===== config.mk =====
export PLATFORM = sky130hd
export DESIGN_NAME = vfd_ctrl
export DESIGN_NICKNAME = d
export VERILOG_FILES = /design/src/logic/vfd_ctrl.v /design/src/logic/vfd_fifo.v
export VERILOG_INCLUDE_DIRS = /design/src /design/src/logic
export SDC_FILE = /design/constraint.sdc
export NUM_CORES = 1
export LEC_CHECK = 0
export BUFFER_PORTS_ARGS = -buffer_cell sky130_fd_sc_hd__buf_2
export CORE_MARGIN = 1
export CORE_UTILIZATION = 50
export CTS_CLUSTER_SIZE = 16
export DETAILED_ROUTE_END_ITERATION = 7
export PLACE_DENSITY_LB_ADDON = 0.3
export SETUP_SLACK_MARGIN = 0.1
export SLEW_MARGIN = 20
export SYNTH_ARGS = -nofsm -noshare
export SYNTH_HDL_FRONTEND = slang
export SYNTH_SLANG_ARGS = --single-unit

===== constraint.sdc =====
create_clock -name clk -period 4.8 [get_ports clk]
set_clock_uncertainty 0.05 [all_clocks]
set_input_delay 0.72 -clock clk [delete_from_list [all_inputs] [get_ports clk]]
set_output_delay 0.72 -clock clk [all_outputs]
set_load 0.02 [all_outputs]

===== src/logic/vfd_consts.vh =====
// Constants for the display controller: straps, scan, timing, map.
`ifndef VFD_CONSTS_VH
`define VFD_CONSTS_VH
`define VFD_NUM_GRIDS 11
`define VFD_SEG_W 8
`define VFD_CLK_MHZ_X100 10000
`define VFD_CTRL_CLK_KHZ 4190
`define VFD_CTRL_PER_PS 238000
`define VFD_CLK_PER_PS 10000
`define VFD_SCAN_US 100
`define VFD_SCAN_CYC ((`VFD_SCAN_US * 100))
`define VFD_RST_US 50
`define VFD_RST_CYC ((`VFD_RST_US * 100))
`define VFD_RDY_CYC 16
`define VFD_PAT_OFF 2'h3
`define VFD_PAT_ON 2'h2
`define VFD_PAT_T1 2'h1
`define VFD_PAT_T2 2'h0
`define VFD_SEG_ALL_OFF 8'h00
`define VFD_SEG_ALL_ON 8'hFF
`define VFD_T1_EVEN 8'h55
`define VFD_T1_ODD 8'hAA
`define VFD_T2_EVEN 8'h0F
`define VFD_T2_ODD 8'hF0
`define VFD_ADDR_OFF 0
`define VFD_ADDR_STATUS 8'h00
`define VFD_ADDR_CTRL 8'h04
`define VFD_ADDR_CMD 8'h08
`define VFD_ADDR_RDPTR 8'h0C
`define VFD_CTRL_WDOG_BIT 0
`define VFD_CTRL_BEEP_BIT 1
`define VFD_CTRL_RESET 2'h0
`define VFD_BAD_DATA 32'hDEADBEEF
`endif


===== src/logic/vfd_ctrl.v =====
// Vacuum fluorescent display controller with serial command input.
`include "vfd_consts.vh"
module vfd_ctrl #(
   parameter SCAN_CYC = `VFD_SCAN_CYC,
   parameter RST_CYC = `VFD_RST_CYC
) (
   input wire clk, // 100 MHz clock
   input wire nrst, // Async reset, active low
   input wire display_test_strap, // Test strap, pulled high
   input wire pattern_select_strap, // Select strap, pulled low
   input wire watchdog_disable_strap, // Low disables watchdog
   input wire watchdog_reset, // Watchdog reset request, high
   input wire serial_command_data, // Serial data from processor
   input wire serial_command_clock, // Serial clock from processor
   output reg ready_to_receive_out, // High holds processor off
   output reg ctrl_reset_out, // Internal reset level
   output reg [10:0] grid_out, // Digit selects, high enables
   output reg [7:0] anode_out, // Segment selects, high lights
   output reg beeper_out, // Beeper drive
   input wire avs_read, // Avalon read
   input wire avs_write, // Avalon write
   input wire [7:0] avs_address, // Avalon byte address
   input wire [31:0] avs_writedata, // Avalon write data
   output reg [31:0] avs_readdata, // Avalon read data
   output wire avs_waitrequest // Avalon wait
);
   localparam ST_RESET = 3'b001;
   localparam ST_FILL = 3'b010;
   localparam ST_RUN = 3'b100;

   reg [2:0] state;
   reg [15:0] rst_cnt;
   reg [3:0] fill_idx;
   reg [1:0] pattern;
   reg [7:0] disp_mem [0:10];
   reg [2:0] dsync;
   reg [2:0] csync;
   reg [2:0] tsync;
   reg [2:0] ssync;
   reg [2:0] wsync;
   reg [2:0] wdsync;
   reg [7:0] shift;
   reg [2:0] bit_cnt;
   reg byte_valid;
   reg [7:0] byte_data;
   reg [15:0] scan_cnt;
   reg [3:0] grid_idx;
   reg [1:0] ctrl;
   reg [3:0] wr_ptr;
   reg bus_ack;
   reg overflow;
   wire sclk_edge;
   wire fifo_ready;
   wire fifo_valid;
   wire [7:0] fifo_data;
   wire wdog_hit;
   wire fifo_pop;

   // Fill pattern for one grid position
   function [7:0] fill_byte;
      input [1:0] pat;
      input [3:0] idx;
      begin
         case (pat)
            `VFD_PAT_OFF: fill_byte = `VFD_SEG_ALL_OFF;
            `VFD_PAT_ON: fill_byte = `VFD_SEG_ALL_ON;
            `VFD_PAT_T1: fill_byte = idx[0] ? `VFD_T1_ODD : `VFD_T1_EVEN;
            default: fill_byte = idx[0] ? `VFD_T2_ODD : `VFD_T2_EVEN;
         endcase
      end
   endfunction

   // Two-flop synchronisers; bit 2 is an extra stage for edge finding
   always @(posedge clk or negedge nrst) begin
      if (!nrst) begin
         dsync <= 3'h0;
         csync <= 3'h0;
         tsync <= 3'h7;
         ssync <= 3'h0;
         wsync <= 3'h7;
         wdsync <= 3'h0;
      end else begin
         dsync <= {dsync[1:0], serial_command_data};
         csync <= {csync[1:0], serial_command_clock};
         tsync <= {tsync[1:0], display_test_strap};
         ssync <= {ssync[1:0], pattern_select_strap};
         wsync <= {wsync[1:0], watchdog_disable_strap};
         wdsync <= {wdsync[1:0], watchdog_reset};
      end
   end

   // Rising edge of the synced serial clock
   assign sclk_edge = csync[1] && !csync[2];
   // Grounded strap masks the watchdog
   assign wdog_hit = wdsync[1] && wsync[1];

   // Power-up reset, strap capture, memory fill, then run
   always @(posedge clk or negedge nrst) begin
      if (!nrst) begin
         state <= ST_RESET;
         rst_cnt <= 16'h0000;
         fill_idx <= 4'h0;
         pattern <= `VFD_PAT_ON;
         ctrl_reset_out <= 1'b1;
      end else begin
         case (state)
            ST_RESET: begin
               ctrl_reset_out <= 1'b1;
               if (rst_cnt == RST_CYC[15:0] - 16'h0001) begin
                  // Straps captured only after they have settled
                  pattern <= {tsync[1], ssync[1]};
                  fill_idx <= 4'h0;
                  state <= ST_FILL;
               end else begin
                  rst_cnt <= rst_cnt + 16'h0001;
               end
            end
            ST_FILL: begin
               if (fill_idx == 4'hA) begin
                  ctrl_reset_out <= 1'b0;
                  state <= ST_RUN;
               end else begin
                  fill_idx <= fill_idx + 4'h1;
               end
            end
            ST_RUN: begin
               if (wdog_hit) begin
                  rst_cnt <= 16'h0000;
                  ctrl_reset_out <= 1'b1;
                  state <= ST_RESET;
               end
            end
            default: state <= ST_RESET;
         endcase
      end
   end

   // Ready stays high until reset done; then low while room remains
   always @(posedge clk or negedge nrst) begin
      if (!nrst) begin
         ready_to_receive_out <= 1'b1;
      end else begin
         // A watchdog hit raises ready in the same edge as the reset
         ready_to_receive_out <= (state != ST_RUN) || wdog_hit ||
            !fifo_ready;
      end
   end

   // Serial bytes, MSB first; bits only counted while in run state
   always @(posedge clk or negedge nrst) begin
      if (!nrst) begin
         shift <= 8'h00;
         bit_cnt <= 3'h0;
         byte_valid <= 1'b0;
         byte_data <= 8'h00;
         overflow <= 1'b0;
      end else begin
         byte_valid <= 1'b0;
         if (state != ST_RUN) begin
            bit_cnt <= 3'h0;
         end else if (sclk_edge) begin
            shift <= {shift[6:0], dsync[1]};
            bit_cnt <= bit_cnt + 3'h1;
            if (bit_cnt == 3'h7) begin
               byte_data <= {shift[6:0], dsync[1]};
               byte_valid <= 1'b1;
               if (!fifo_ready) begin
                  overflow <= 1'b1;
               end
            end
         end
      end
   end

   vfd_fifo #(.WIDTH(8), .DEPTH(16), .AW(4)) u_fifo (
      .clk(clk),
      .nrst(nrst),
      .in_valid(byte_valid),
      .in_ready(fifo_ready),
      .in_data(byte_data),
      .out_valid(fifo_valid),
      .out_ready(fifo_pop),
      .out_data(fifo_data)
   );

   // Bytes land in memory in grid order, advancing a write pointer
   assign fifo_pop = fifo_valid && (state == ST_RUN);
   always @(posedge clk) begin
      if (state == ST_FILL) begin
         disp_mem[fill_idx] <= fill_byte(pattern, fill_idx);
      end else if (fifo_pop) begin
         disp_mem[wr_ptr] <= fifo_data;
      end
   end
   always @(posedge clk or negedge nrst) begin
      if (!nrst) begin
         wr_ptr <= 4'h0;
      end else if (state == ST_FILL) begin
         wr_ptr <= 4'h0;
      end else if (fifo_pop) begin
         wr_ptr <= (wr_ptr == 4'hA) ? 4'h0 : wr_ptr + 4'h1;
      end
   end

   // Grid scan with blanking between digits to avoid ghosting
   always @(posedge clk or negedge nrst) begin
      if (!nrst) begin
         scan_cnt <= 16'h0000;
         grid_idx <= 4'h0;
         grid_out <= 11'h000;
         anode_out <= 8'h00;
      end else if (state != ST_RUN) begin
         grid_out <= 11'h000;
         anode_out <= 8'h00;
      end else if (scan_cnt == SCAN_CYC[15:0] - 16'h0001) begin
         scan_cnt <= 16'h0000;
         grid_idx <= (grid_idx == 4'hA) ? 4'h0 : grid_idx + 4'h1;
         grid_out <= 11'h000;
         anode_out <= 8'h00;
      end else begin
         scan_cnt <= scan_cnt + 16'h0001;
         grid_out <= 11'h001 << grid_idx;
         anode_out <= disp_mem[grid_idx];
      end
   end

   // Beeper on for test patterns, or by software
   always @(posedge clk or negedge nrst) begin
      if (!nrst) begin
         beeper_out <= 1'b0;
      end else begin
         beeper_out <= ((state == ST_RUN) && !pattern[1]) ||
            ctrl[`VFD_CTRL_BEEP_BIT];
      end
   end

   // Avalon slave: one wait cycle, then answer
   assign avs_waitrequest = (avs_read || avs_write) && !bus_ack;
   always @(posedge clk or negedge nrst) begin
      if (!nrst) begin
         bus_ack <= 1'b0;
         ctrl <= `VFD_CTRL_RESET;
         avs_readdata <= 32'h00000000;
      end else begin
         bus_ack <= (avs_read || avs_write) && !bus_ack;
         // Write lands only at the edge where waitrequest is low
         if (avs_write && bus_ack) begin
            if (avs_address == `VFD_ADDR_CTRL) begin
               ctrl <= avs_writedata[1:0];
            end
         end
         if (avs_read && !bus_ack) begin
            if (avs_address == `VFD_ADDR_STATUS) begin
               avs_readdata <= {19'h00000, overflow, beeper_out, pattern,
                  ready_to_receive_out, ctrl_reset_out, state, grid_idx};
            end else if (avs_address == `VFD_ADDR_CTRL) begin
               avs_readdata <= {30'h00000000, ctrl};
            end else if (avs_address == `VFD_ADDR_CMD) begin
               avs_readdata <= {24'h000000, disp_mem[grid_idx]};
            end else if (avs_address == `VFD_ADDR_RDPTR) begin
               avs_readdata <= {28'h0000000, wr_ptr};
            end else begin
               avs_readdata <= `VFD_BAD_DATA;
            end
         end
      end
   end
endmodule


===== src/logic/vfd_fifo.v =====
// Small synchronous FIFO for received command bytes.
module vfd_fifo #(
   parameter WIDTH = 8,
   parameter DEPTH = 16,
   parameter AW = 4
) (
   input wire clk, // System clock
   input wire nrst, // Async reset, active low
   input wire in_valid, // Write request
   output wire in_ready, // Not full
   input wire [WIDTH-1:0] in_data, // Write data
   output wire out_valid, // Not empty
   input wire out_ready, // Read accept
   output wire [WIDTH-1:0] out_data // Head word
);
   reg [WIDTH-1:0] mem [0:DEPTH-1];
   reg [AW:0] wr_ptr;
   reg [AW:0] rd_ptr;
   wire do_wr;
   wire do_rd;

   // Full when pointers differ only in the wrap bit
   assign in_ready = !((wr_ptr[AW] != rd_ptr[AW]) &&
      (wr_ptr[AW-1:0] == rd_ptr[AW-1:0]));
   assign out_valid = (wr_ptr != rd_ptr);
   assign do_wr = in_valid && in_ready;
   assign do_rd = out_valid && out_ready;
   assign out_data = mem[rd_ptr[AW-1:0]];

   // Storage has no reset, only pointers do
   always @(posedge clk) begin
      if (do_wr) begin
         mem[wr_ptr[AW-1:0]] <= in_data;
      end
   end

   // Pointer update
   always @(posedge clk or negedge nrst) begin
      if (!nrst) begin
         wr_ptr <= {(AW+1){1'b0}};
         rd_ptr <= {(AW+1){1'b0}};
      end else begin
         if (do_wr) begin
            wr_ptr <= wr_ptr + 1'b1;
         end
         if (do_rd) begin
            rd_ptr <= rd_ptr + 1'b1;
         end
      end
   end
endmodule


# Yosys cells after proc, flatten, opt, wreduce, memory -nomap -nowiden
# Memories as Yosys holds them, arrays and structs flattened.
# Cells that the tools add are included.
[totals]
ramBits = 216
reg_bits = 149
n_memories = 2
wordCells = 144
[op_classes]
n_reduce_logical = 35
bitwise = 1
muxes = 45
addsub = 8
shifts = 1
eq_ne = 24
[mem_list]
columns = ["memory", "words", "word_bits", "rd", "rd_ports_with_merged_regs", "write_ports", "line_no", "rtl"]
rows = [
  ["u_fifo.mem", 16, 8, 1, 0, 1, "vfd_fifo.v:16", "reg [WIDTH-1:0] mem [0:DEPTH-1];"],
  ["disp_mem", 11, 8, 1, 0, 1, "vfd_ctrl.v:35", "reg [7:0] disp_mem [0:10];"],
]
[ops]
columns = ["cell", "count"]
rows = [
  ["32-bit two-way mux", 4],
  ["16-bit two-way mux", 3],
  ["8-bit two-way mux", 6],
  ["16-bit by 1-bit adder with 16-bit output, second input constant", 2],
  ["16-bit case mux with 2 select lines", 1],
  ["4-bit two-way mux", 7],
  ["8-bit case mux with 3 select lines", 1],
  ["11-bit two-way mux", 2],
  ["16-bit by 13-bit == test with 1-bit output, second input constant", 1],
  ["16-bit by 14-bit == test with 1-bit output, second input constant", 1],
  ["8-bit by 4-bit == test with 1-bit output, second input constant", 2],
  ["3-bit two-way mux", 5],
  ["3-bit AND reduction", 5],
  ["1-bit two-way mux", 13],
  ["4-bit by 1-bit adder with 4-bit output, second input constant", 3],
  ["4-bit == test, second input constant", 3],
  ["1-bit by 4-bit left shift with 11-bit output, first input constant", 1],
  ["5-bit by 1-bit adder with 5-bit output, second input constant", 2],
  ["1-bit logical AND", 10],
  ["2-bit != test, second input constant", 5],
  ["3-bit case mux with 3 select lines", 1],
  ["8-bit by 3-bit == test with 1-bit output, second input constant", 1],
  ["8-bit logical NOT", 1],
  ["4-bit case mux with 2 select lines", 1],
  ["other kinds (19)", 33],
]

# Depth between registers and ports, before layout
# Gate-level depths: netlist of run 1.
[logic_depth]
depth_word = 7
mapped_depth = 8

# Modules after synthesis
# From an unflattened synthesis of run 1, not the netlist that was laid out.
[unflattened]
cells_unflattened = 1015
hier_area_um2 = 14635.3
[by_module_without_submodules]
columns = ["module", "area_per_inst_um2", "instances", "cells_per_inst", "seq_area_each_um2"]
rows = [
  ["vfd_ctrl", 9007.4, 1, 736, 5680.4],
  ["vfd_fifo", 5627.9, 1, 279, 4093.9],
]

# Least setup slack after synthesis of run 1
# OpenSTA, ideal clock, no wires.
[synth_timing]
path_kind = "register -> register"
from = "register state[1]"
to = "memory disp_mem[10][0], enable pin"
arrival_time_ns = 2.206
slack_ns = 2.158
path_buffers = 3
stages_incl_launch_ff = 8
cell_sequence = "dfrtp_1 > buf_6 > or3b_1 > buf_2 > buf_2 > a21oi_2 > nand3_1 > o31ai_1"
[synth_via]
elab_chain_cells = 7
elab_cells_between_ends = 11
[synth_rtl]
columns = ["element", "line_no", "rtl"]
rows = [
  ["from (decl)", "vfd_ctrl.v:31", "reg [2:0] state;"],
  ["from (signal assigned)", "vfd_ctrl.v:100", "state <= ST_RESET;"],
  ["from (signal assigned)", "vfd_ctrl.v:113", "state <= ST_FILL;"],
  ["from (signal assigned)", "vfd_ctrl.v:121", "state <= ST_RUN;"],
  ["3-bit == test", "vfd_ctrl.v:187", "assign fifo_pop = fifo_valid && (state == ST_RUN);"],
  ["1-bit logical AND", "vfd_ctrl.v:187", ""],
  ["1-bit two-way mux", "vfd_ctrl.v:191", "end else if (fifo_pop) begin"],
  ["1-bit two-way mux", "vfd_ctrl.v:189", "if (state == ST_FILL) begin"],
  ["1-bit two-way mux (not written as such)", "vfd_ctrl.v:192", "disp_mem[wr_ptr] <= fifo_data;"],
  ["8-bit OR reduction (no line)", "--", ""],
  ["4-bit two-way mux (no line) or 1-bit two-way mux (tied branches)", "--", ""],
  ["to (decl)", "vfd_ctrl.v:35", ""],
]
# Several ways; a longest one is shown, not always the timed one.

# Worst setup path in the final report of run 1
[layout_timing]
from = "register state[1]"
to = "memory disp_mem[2][6], enable pin"
# Same word-level chain as after synthesis.

==> reports/metrics.yaml, run 1 <==
drt_pass1_iterations: 7
h_tree_depth_reported_by_cts: 2
worst-endpoint-arrival_ns: 3.43
avgSynthCellArea_um2: 14.4
crit_fanout: 16
clk_transition_reported_paths_ns: 0.06
tritoncts: "done"
cts_buffers: 36
multi_input_area_mm2: 0.00432
synth_enable_flop_cells: 216
tightestPinTransition_ns: 1.15
clk-insertion-delay-late_ns: 0.50
detailedPlacementHpwl_um: 18500
dieWidth_um: 172
dp_slack_ns: 1.51
synth.yosys.warnings: 0
clock.fmax_mhz: 297
routedWlPerCell_um: 19.6
clk_path_buf_depth: 3
io-pin-count: 105
ctsHoldBuffers: 0
postRouteAntennaNets: 0
grt_max_degree: 95
setup.worst_path.start_class: "flop"
worstHoldPathType: "input port to asynchronous set/reset pin"
post_route_total_power_uw: 6140
grt_pass1_vias: 8243
ys_async_sr_fraction_pct: 37.8
wl_um: 28800
grt_antenna_before_repair: 0
worstSetupPathType: "flop to flop"
layout.area.seq_mm2: 0.00978
start_util_pct: 51.4
cts.sinks: 347
fin_crit_sh_pct: 70.1
area.growth.synth_to_final_pct: 12.8
fill_cell_instance_count_of_the_final_layout: 2160
first_iter_violations: 774
final_cell_area_mm2: 0.0163
cp.required_ns: 4.87
drc: 0
cts_repair_resize_count: 0
finalWorstSetupSlack_ns: 1.43
final_core_util_pct: 58.0
place.gp.congestion: 0.833
seq_area_frac_synth_pct: 67.5
cts_root_buf: "clkbuf_16"
ys_seq_elements: 347
total_of_endpoints_with_negative_setup_slack_in_the_final_report: 0
cap_viol_max_count: 0
power_density_mw_per_mm2: 376
setup_tns_after_final_layout_ns: 0
synth_cell_types: 65
timing.critical_path.to_type: "flop"
finish.net_count: 1131
final_hold_viol_count: 0
timing.slew.headroom_pct: 23.3
antennaDiodeCount: 0
track_usage_pct: 20.2
postCtsSetupBuffers: 0
rsz_0062_raised_after_global_routing: "false"
max-vdd-ir-drop_mv: 0.289
dieHeight_um: 172
syn_inst: 1004
power.leakage_uw: 0.00581
finalMaxSlewViolations: 0
fp.dieArea_mm2: 0.0296
ys.flop_type: "edfxtp_1"
route.detailed.vias_per_inst: 5.64
dr_total_vias: 8291
grt_pass1_wl_um: 45000
timing.final.crit_period_ns: 3.37
grt_remaining_overflow: 0
portBuffers: 68
synth_area_mm2: 0.0145
run_status: "completed"
drive_above_1_share_pct: 20.9
fp_rows: 61
postPlaceCellArea_mm2: 0.0151
placeableCoreArea_mm2: 0.0282
[metal layers]
metal,global-route usage (%),routed length [um]
met5,0,0
met4,6.73,767
met3,2.75,1300
met2,33.7,14200
met1,27.4,12600
[cells in the mapped netlist, drive strengths merged (15+ instances only)]
library cell | instances | area share, %
a22oi | 16 | 0.83
o21ai | 32 | 1.1
nand3 | 19 | 0.66
mux2i | 17 | 1.2
mux4 | 46 | 7.2
edfxtp | 216 | 45
buf | 37 | 1.7
xnor2 | 16 | 0.97
ha | 15 | 1.3
xor2 | 25 | 1.5
a21oi | 33 | 1.2
clkbuf | 31 | 0.80
nand2 | 116 | 3.1
dfrtp | 123 | 21
mux2 | 20 | 1.6
nor2 | 70 | 1.9
nand4 | 17 | 0.73
[flip-flops by register name (all words and copies together), names as in the netlist, 8 cells and up]
register	count
u_fifo.mem	128
disp_mem	88
rst_cnt	16
scan_cnt	16
avs_readdata	14
grid_out	11
anode_out	8
byte_data	8
[stage by stage]
step	instances	hold slack (ns)
after floorplan	1009	0.281
after global placement	1405	0.283
after detailed placement	1405	0.286
after CTS	1468	0.245
after global routing	1469	0.244
final	1469	0.228
[layout make-up]
class / instances / share of cell area (%)
Clock buffer: 48 / 6.23
Clock inverter: 15 / 1.26
Inverter: 15 / 0.360
Multi-Input combinational cell: 579 / 26.4
Sequential cell: 347 / 59.8
Tap cell: 378 / 2.89
Timing Repair Buffer: 87 / 2.99
[final timing paths]
path / startpoint / endpoint / slack (ns) / depth (start not counted)
setup reg to reg: state[1]$_DFFE_PN0P_ / disp_mem[2][6]$_DFFE_PP_ / 1.43 / 4
hold / removal: nrst / scan_cnt[10]$_DFFE_PN0P_ / 0.23 / 1
hold reg to reg: dsync[0]$_DFF_PN0_ / dsync[1]$_DFF_PN0_ / 0.30 / 0
max in group asynchronous: nrst / u_fifo.rd_ptr[0]$_DFFE_PN0P_ / 3.41 / 2
min in group clk: display_test_strap / tsync[0]$_DFF_PN1_ / 0.26 / 1
setup / recovery: state[1]$_DFFE_PN0P_ / disp_mem[2][6]$_DFFE_PP_ / 1.43 / 4
[critical path, cell delays in order (launching register included)]
cell,delay (ns)
dfrtp_1,0.48
or3b_1,0.69
a21oi_2,0.61
nand3_1,0.24
o22ai_1,0.91
[logic make-up (layout without fill, tap and decap cells)]
group / after synthesis / count (layout) / share of synthesized area (%)
xor+xnor: 41 / 41 / 2.48
buf+inv: 83 / 165 / 2.87
mux: 83 / 83 / 9.88
other cells: 1 / 6 / 0.0259
flops: 347 / 347 / 67.5
fa+ha+maj: 15 / 15 / 1.30
compound gates: 125 / 125 / 5.58
simple gates: 309 / 309 / 10.4
[where the power goes]
| part | internal, uW | switching (uW) | total (uW) | leakage (uW) |
|---|---|---|---|---|
| combinational | 25.9 | 68.0 | 93.9 | 0.00180 |
| sequential | 3170 | 11.7 | 3180 | 0.00342 |
| clock | 1760 | 1110 | 2870 | 0.000588 |
| total | 4950 | 1190 | 6140 | 0.00581 |
[cells in the final DEF (no fill, tap or decap), drive strengths merged, types with 7 or more instances in the layout]
| master | n |
|---|---|
| inv | 14 |
| edfxtp | 216 |
| dfstp | 8 |
| or3 | 9 |
| xor2 | 25 |
| xnor2 | 16 |
| clkinv | 8 |
| mux2i | 17 |
| nor4 | 11 |
| buf | 86 |
| ha | 15 |
| and3 | 14 |
| dfrtp | 123 |
| nand4 | 17 |
| clkbuf | 49 |
| o21ai | 32 |
| a22oi | 16 |
| nand2b | 10 |
| mux2 | 20 |
| nor2 | 70 |
| mux4 | 46 |
| nand3 | 19 |
| nor2b | 8 |
| a21oi | 33 |
| nor3 | 7 |
| nand2 | 116 |
Note: power is estimated with default switching activity, not from simulation.
==> inputs of run 2 (changes only) <==
==> constraint.sdc (replaced) <==
create_clock -name clk -period 3.2 [get_ports clk]
set_clock_uncertainty 0.05 [all_clocks]
set_input_delay 0.48 -clock clk [delete_from_list [all_inputs] [get_ports clk]]
set_output_delay 0.48 -clock clk [all_outputs]
set_load 0.02 [all_outputs]
==> run 2 against run 1 <==
Global-route usage grew 0.58 points. First-iteration DRC count down 0.13%. Highest routed layer unchanged. Core utilization increased by 0.72 points. Largest power group unchanged.
==> reports/metrics.yaml, run 2 (same netlist as run 1, synthesis figures left out) <==
worstSetupPathType: "flop to flop"
cp.required_ns: 3.33  # -1.54 ns
cts.sinks: 347  # unchanged
setup.worst_path.start_class: "flop"
cts_buffers: 37  # +2.8%
layout.cells.most_common: "edfxtp_1"
final_core_util_pct: 58.7  # +0.72 points
clock.fmax_mhz: 382  # +29%
worst-endpoint-arrival_ns: 2.74  # -0.69 ns
fp_rows: 61  # unchanged
drive_above_1_share_pct: 22.4  # +1.5 points
final_hold_viol_count: 0  # unchanged
placeableCoreArea_mm2: 0.0282  # unchanged
timing.critical_path.to_type: "flop"
rr_startpoint: "u_fifo.wr_ptr[3]$_DFFE_PN0P_"
regToRegSetupSlack_ns: 0.59  # -0.85 ns
postPlaceCellArea_mm2: 0.0153  # +1.5%
timing.hold.worst_endpoint: "wsync[0]$_DFF_PN1_"
antennaDiodeCount: 0  # unchanged
track_usage_pct: 20.8  # +0.58 points
cap_viol_max_count: 0  # unchanged
portBuffers: 68  # unchanged
power_density_mw_per_mm2: 553  # +47%
fp.dieArea_mm2: 0.0296  # unchanged
whs_path_depth: 1
crit_fanout: 16  # unchanged
multi_input_area_mm2: 0.00431  # -0.17%
timing.final.crit_period_ns: 2.61  # -0.752 ns
worst_path_max_delay_cell: "a31oi_1"
worst_r2r_end: "disp_mem[7][7]$_DFFE_PP_"
run_status: "completed"
fill_cell_instance_count_of_the_final_layout: 2166  # +0.28%
drc: 0  # unchanged
grt_antenna_before_repair: 0  # unchanged
place.gp.congestion: 0.857  # +2.9%
h_tree_depth_reported_by_cts: 2  # unchanged
setup_tns_after_final_layout_ns: 0  # unchanged
fin_crit_sh_pct: 81.7  # +12 points
cp_cell_sequence: "xnor2_1, and4_1, a21oi_2, nor2_1, a31oi_1"
start_util_pct: 51.4  # unchanged
max-vdd-ir-drop_mv: 0.510  # +77%
routedWlPerCell_um: 19.5  # -0.67%
postRouteAntennaNets: 0  # unchanged
timing.slew.headroom_pct: 39.2  # +16 points
first_iter_violations: 773  # -0.13%
clk_transition_reported_paths_ns: 0.06  # about the same
layout.area.seq_mm2: 0.00978  # unchanged
worstRegToRegCells: 5  # +1
drt_pass1_iterations: 5  # -2
area.growth.synth_to_final_pct: 14.2
io-pin-count: 105  # unchanged
dieWidth_um: 172  # unchanged
route.detailed.vias_per_inst: 5.61  # -0.66%
cts_root_buf: "clkbuf_16"
clk-insertion-delay-late_ns: 0.51  # about the same
grt_max_degree: 64  # -33%
clk_path_buf_depth: 3  # unchanged
tritoncts: "done"
rsz_0062_raised_after_global_routing: "false"
layout_common_cells: "216 x edfxtp_1, 122 x dfrtp_1, 115 x nand2_1, 69 x nor2_1, 67 x buf_2"
wl_um: 29200  # +1.2%
grt_pass1_wl_um: 46600  # +3.5%
dieHeight_um: 172  # unchanged
hp-start: "watchdog_disable_strap"
grt_pass1_vias: 8470  # +2.8%
tightestPinTransition_ns: 0.908  # -0.243 ns
power.leakage_uw: 0.00595  # +2.4%
timing.critical_path.slowest_cell_delay_ns: 0.69  # -0.22 ns
total_of_endpoints_with_negative_setup_slack_in_the_final_report: 0  # unchanged
finalMaxSlewViolations: 0  # unchanged
dr_total_vias: 8393  # +1.2%
grt_remaining_overflow: 0  # unchanged
largest_register_ffs: 128  # unchanged
finish.net_count: 1160  # +2.6%
final_cell_area_mm2: 0.0165  # +1.2%
worstHoldPathType: "input port to flop"
detailedPlacementHpwl_um: 19400  # +5.0%
## run 2: cell types whose count changed in the layout (fill, tap and decap cells not counted), moves of 2 or more
| cell | before | now |
|---|---|---|
| buf_12 | 0 | 2 |
| dlygate4sd3_1 | 0 | 2 |
| clkbuf_8 | 5 | 2 |
| clkinv_2 | 2 | 4 |
| buf_4 | 18 | 43 |
## run 2: worst max path at each step
stage	from	slack, ns	to	depth (start not counted)
2_1_floorplan	state[1]$_DFFE_PN0P_	0.56	disp_mem[10][0]$_DFFE_PP_	7
3_3_place_gp	u_fifo.wr_ptr[3]$_DFFE_PN0P_	0.76	disp_mem[10][7]$_DFFE_PP_	5
3_5_place_dp	u_fifo.wr_ptr[3]$_DFFE_PN0P_	0.57	disp_mem[10][7]$_DFFE_PP_	5
4_1_cts	u_fifo.wr_ptr[3]$_DFFE_PN0P_	0.55	disp_mem[1][7]$_DFFE_PP_	5
5_1_grt	u_fifo.wr_ptr[3]$_DFFE_PN0P_	0.31	disp_mem[1][7]$_DFFE_PP_	5
6_report	u_fifo.wr_ptr[3]$_DFFE_PN0P_	0.59	disp_mem[7][7]$_DFFE_PP_	5
## run 2: layer usage
metal / up-vias / global-route usage (%) / wire (um)
met1: 4208 / 27.4 / 12400
met5: - / 0 / 0
li1: 3905 / - / -
met4: 0 / 5.69 / 676
met3: 57 / 2.95 / 1320
met2: 223 / 36.0 / 14800
## run 2: through the flow
stage / power, uW / instances / hold WS [ns] / worst slack, ns
finish: 9140 / 1497 / 0.0239 / 0.585
detailed placement: 5010 / 1432 / 0.286 / 0.572
global placement: 5000 / 1432 / 0.284 / 0.760
CTS: 9220 / 1496 / 0.00299 / 0.555
floorplan: 4930 / 1009 / 0.134 / 0.558
global route: 9410 / 1497 / 0.000879 / 0.315
## run 2: critical path, delay by kind of cell (launching register included)
kind | cells | cell delay, ns
compound gates | 2 | 1.04
simple gates | 2 | 0.40
flops | 1 | 0.64
xor+xnor | 1 | 0.15
## run 2: report_power, final
| group | switching (uW) | internal [uW] |
|---|---|---|
| combinational | 105 | 44.3 |
| sequential | 16.5 | 4750 |
| clock | 1660 | 2570 |
| total | 1780 | 7360 |
## run 2: area by class of cell
class | instances | area share, %
multi-input combinational | 579 | 26.1
clock inverter | 17 | 1.29
clock buffer | 46 | 5.92
timing repair buffer | 115 | 4.41
sequential | 347 | 59.1
inverter | 15 | 0.356
tap | 378 | 2.86
## run 2: what timing repair did
item,CTS,global route
resized for setup,0,0
hold buffers,1,1
endpoints found under the hold margin,53,1
buffers inserted,0,0
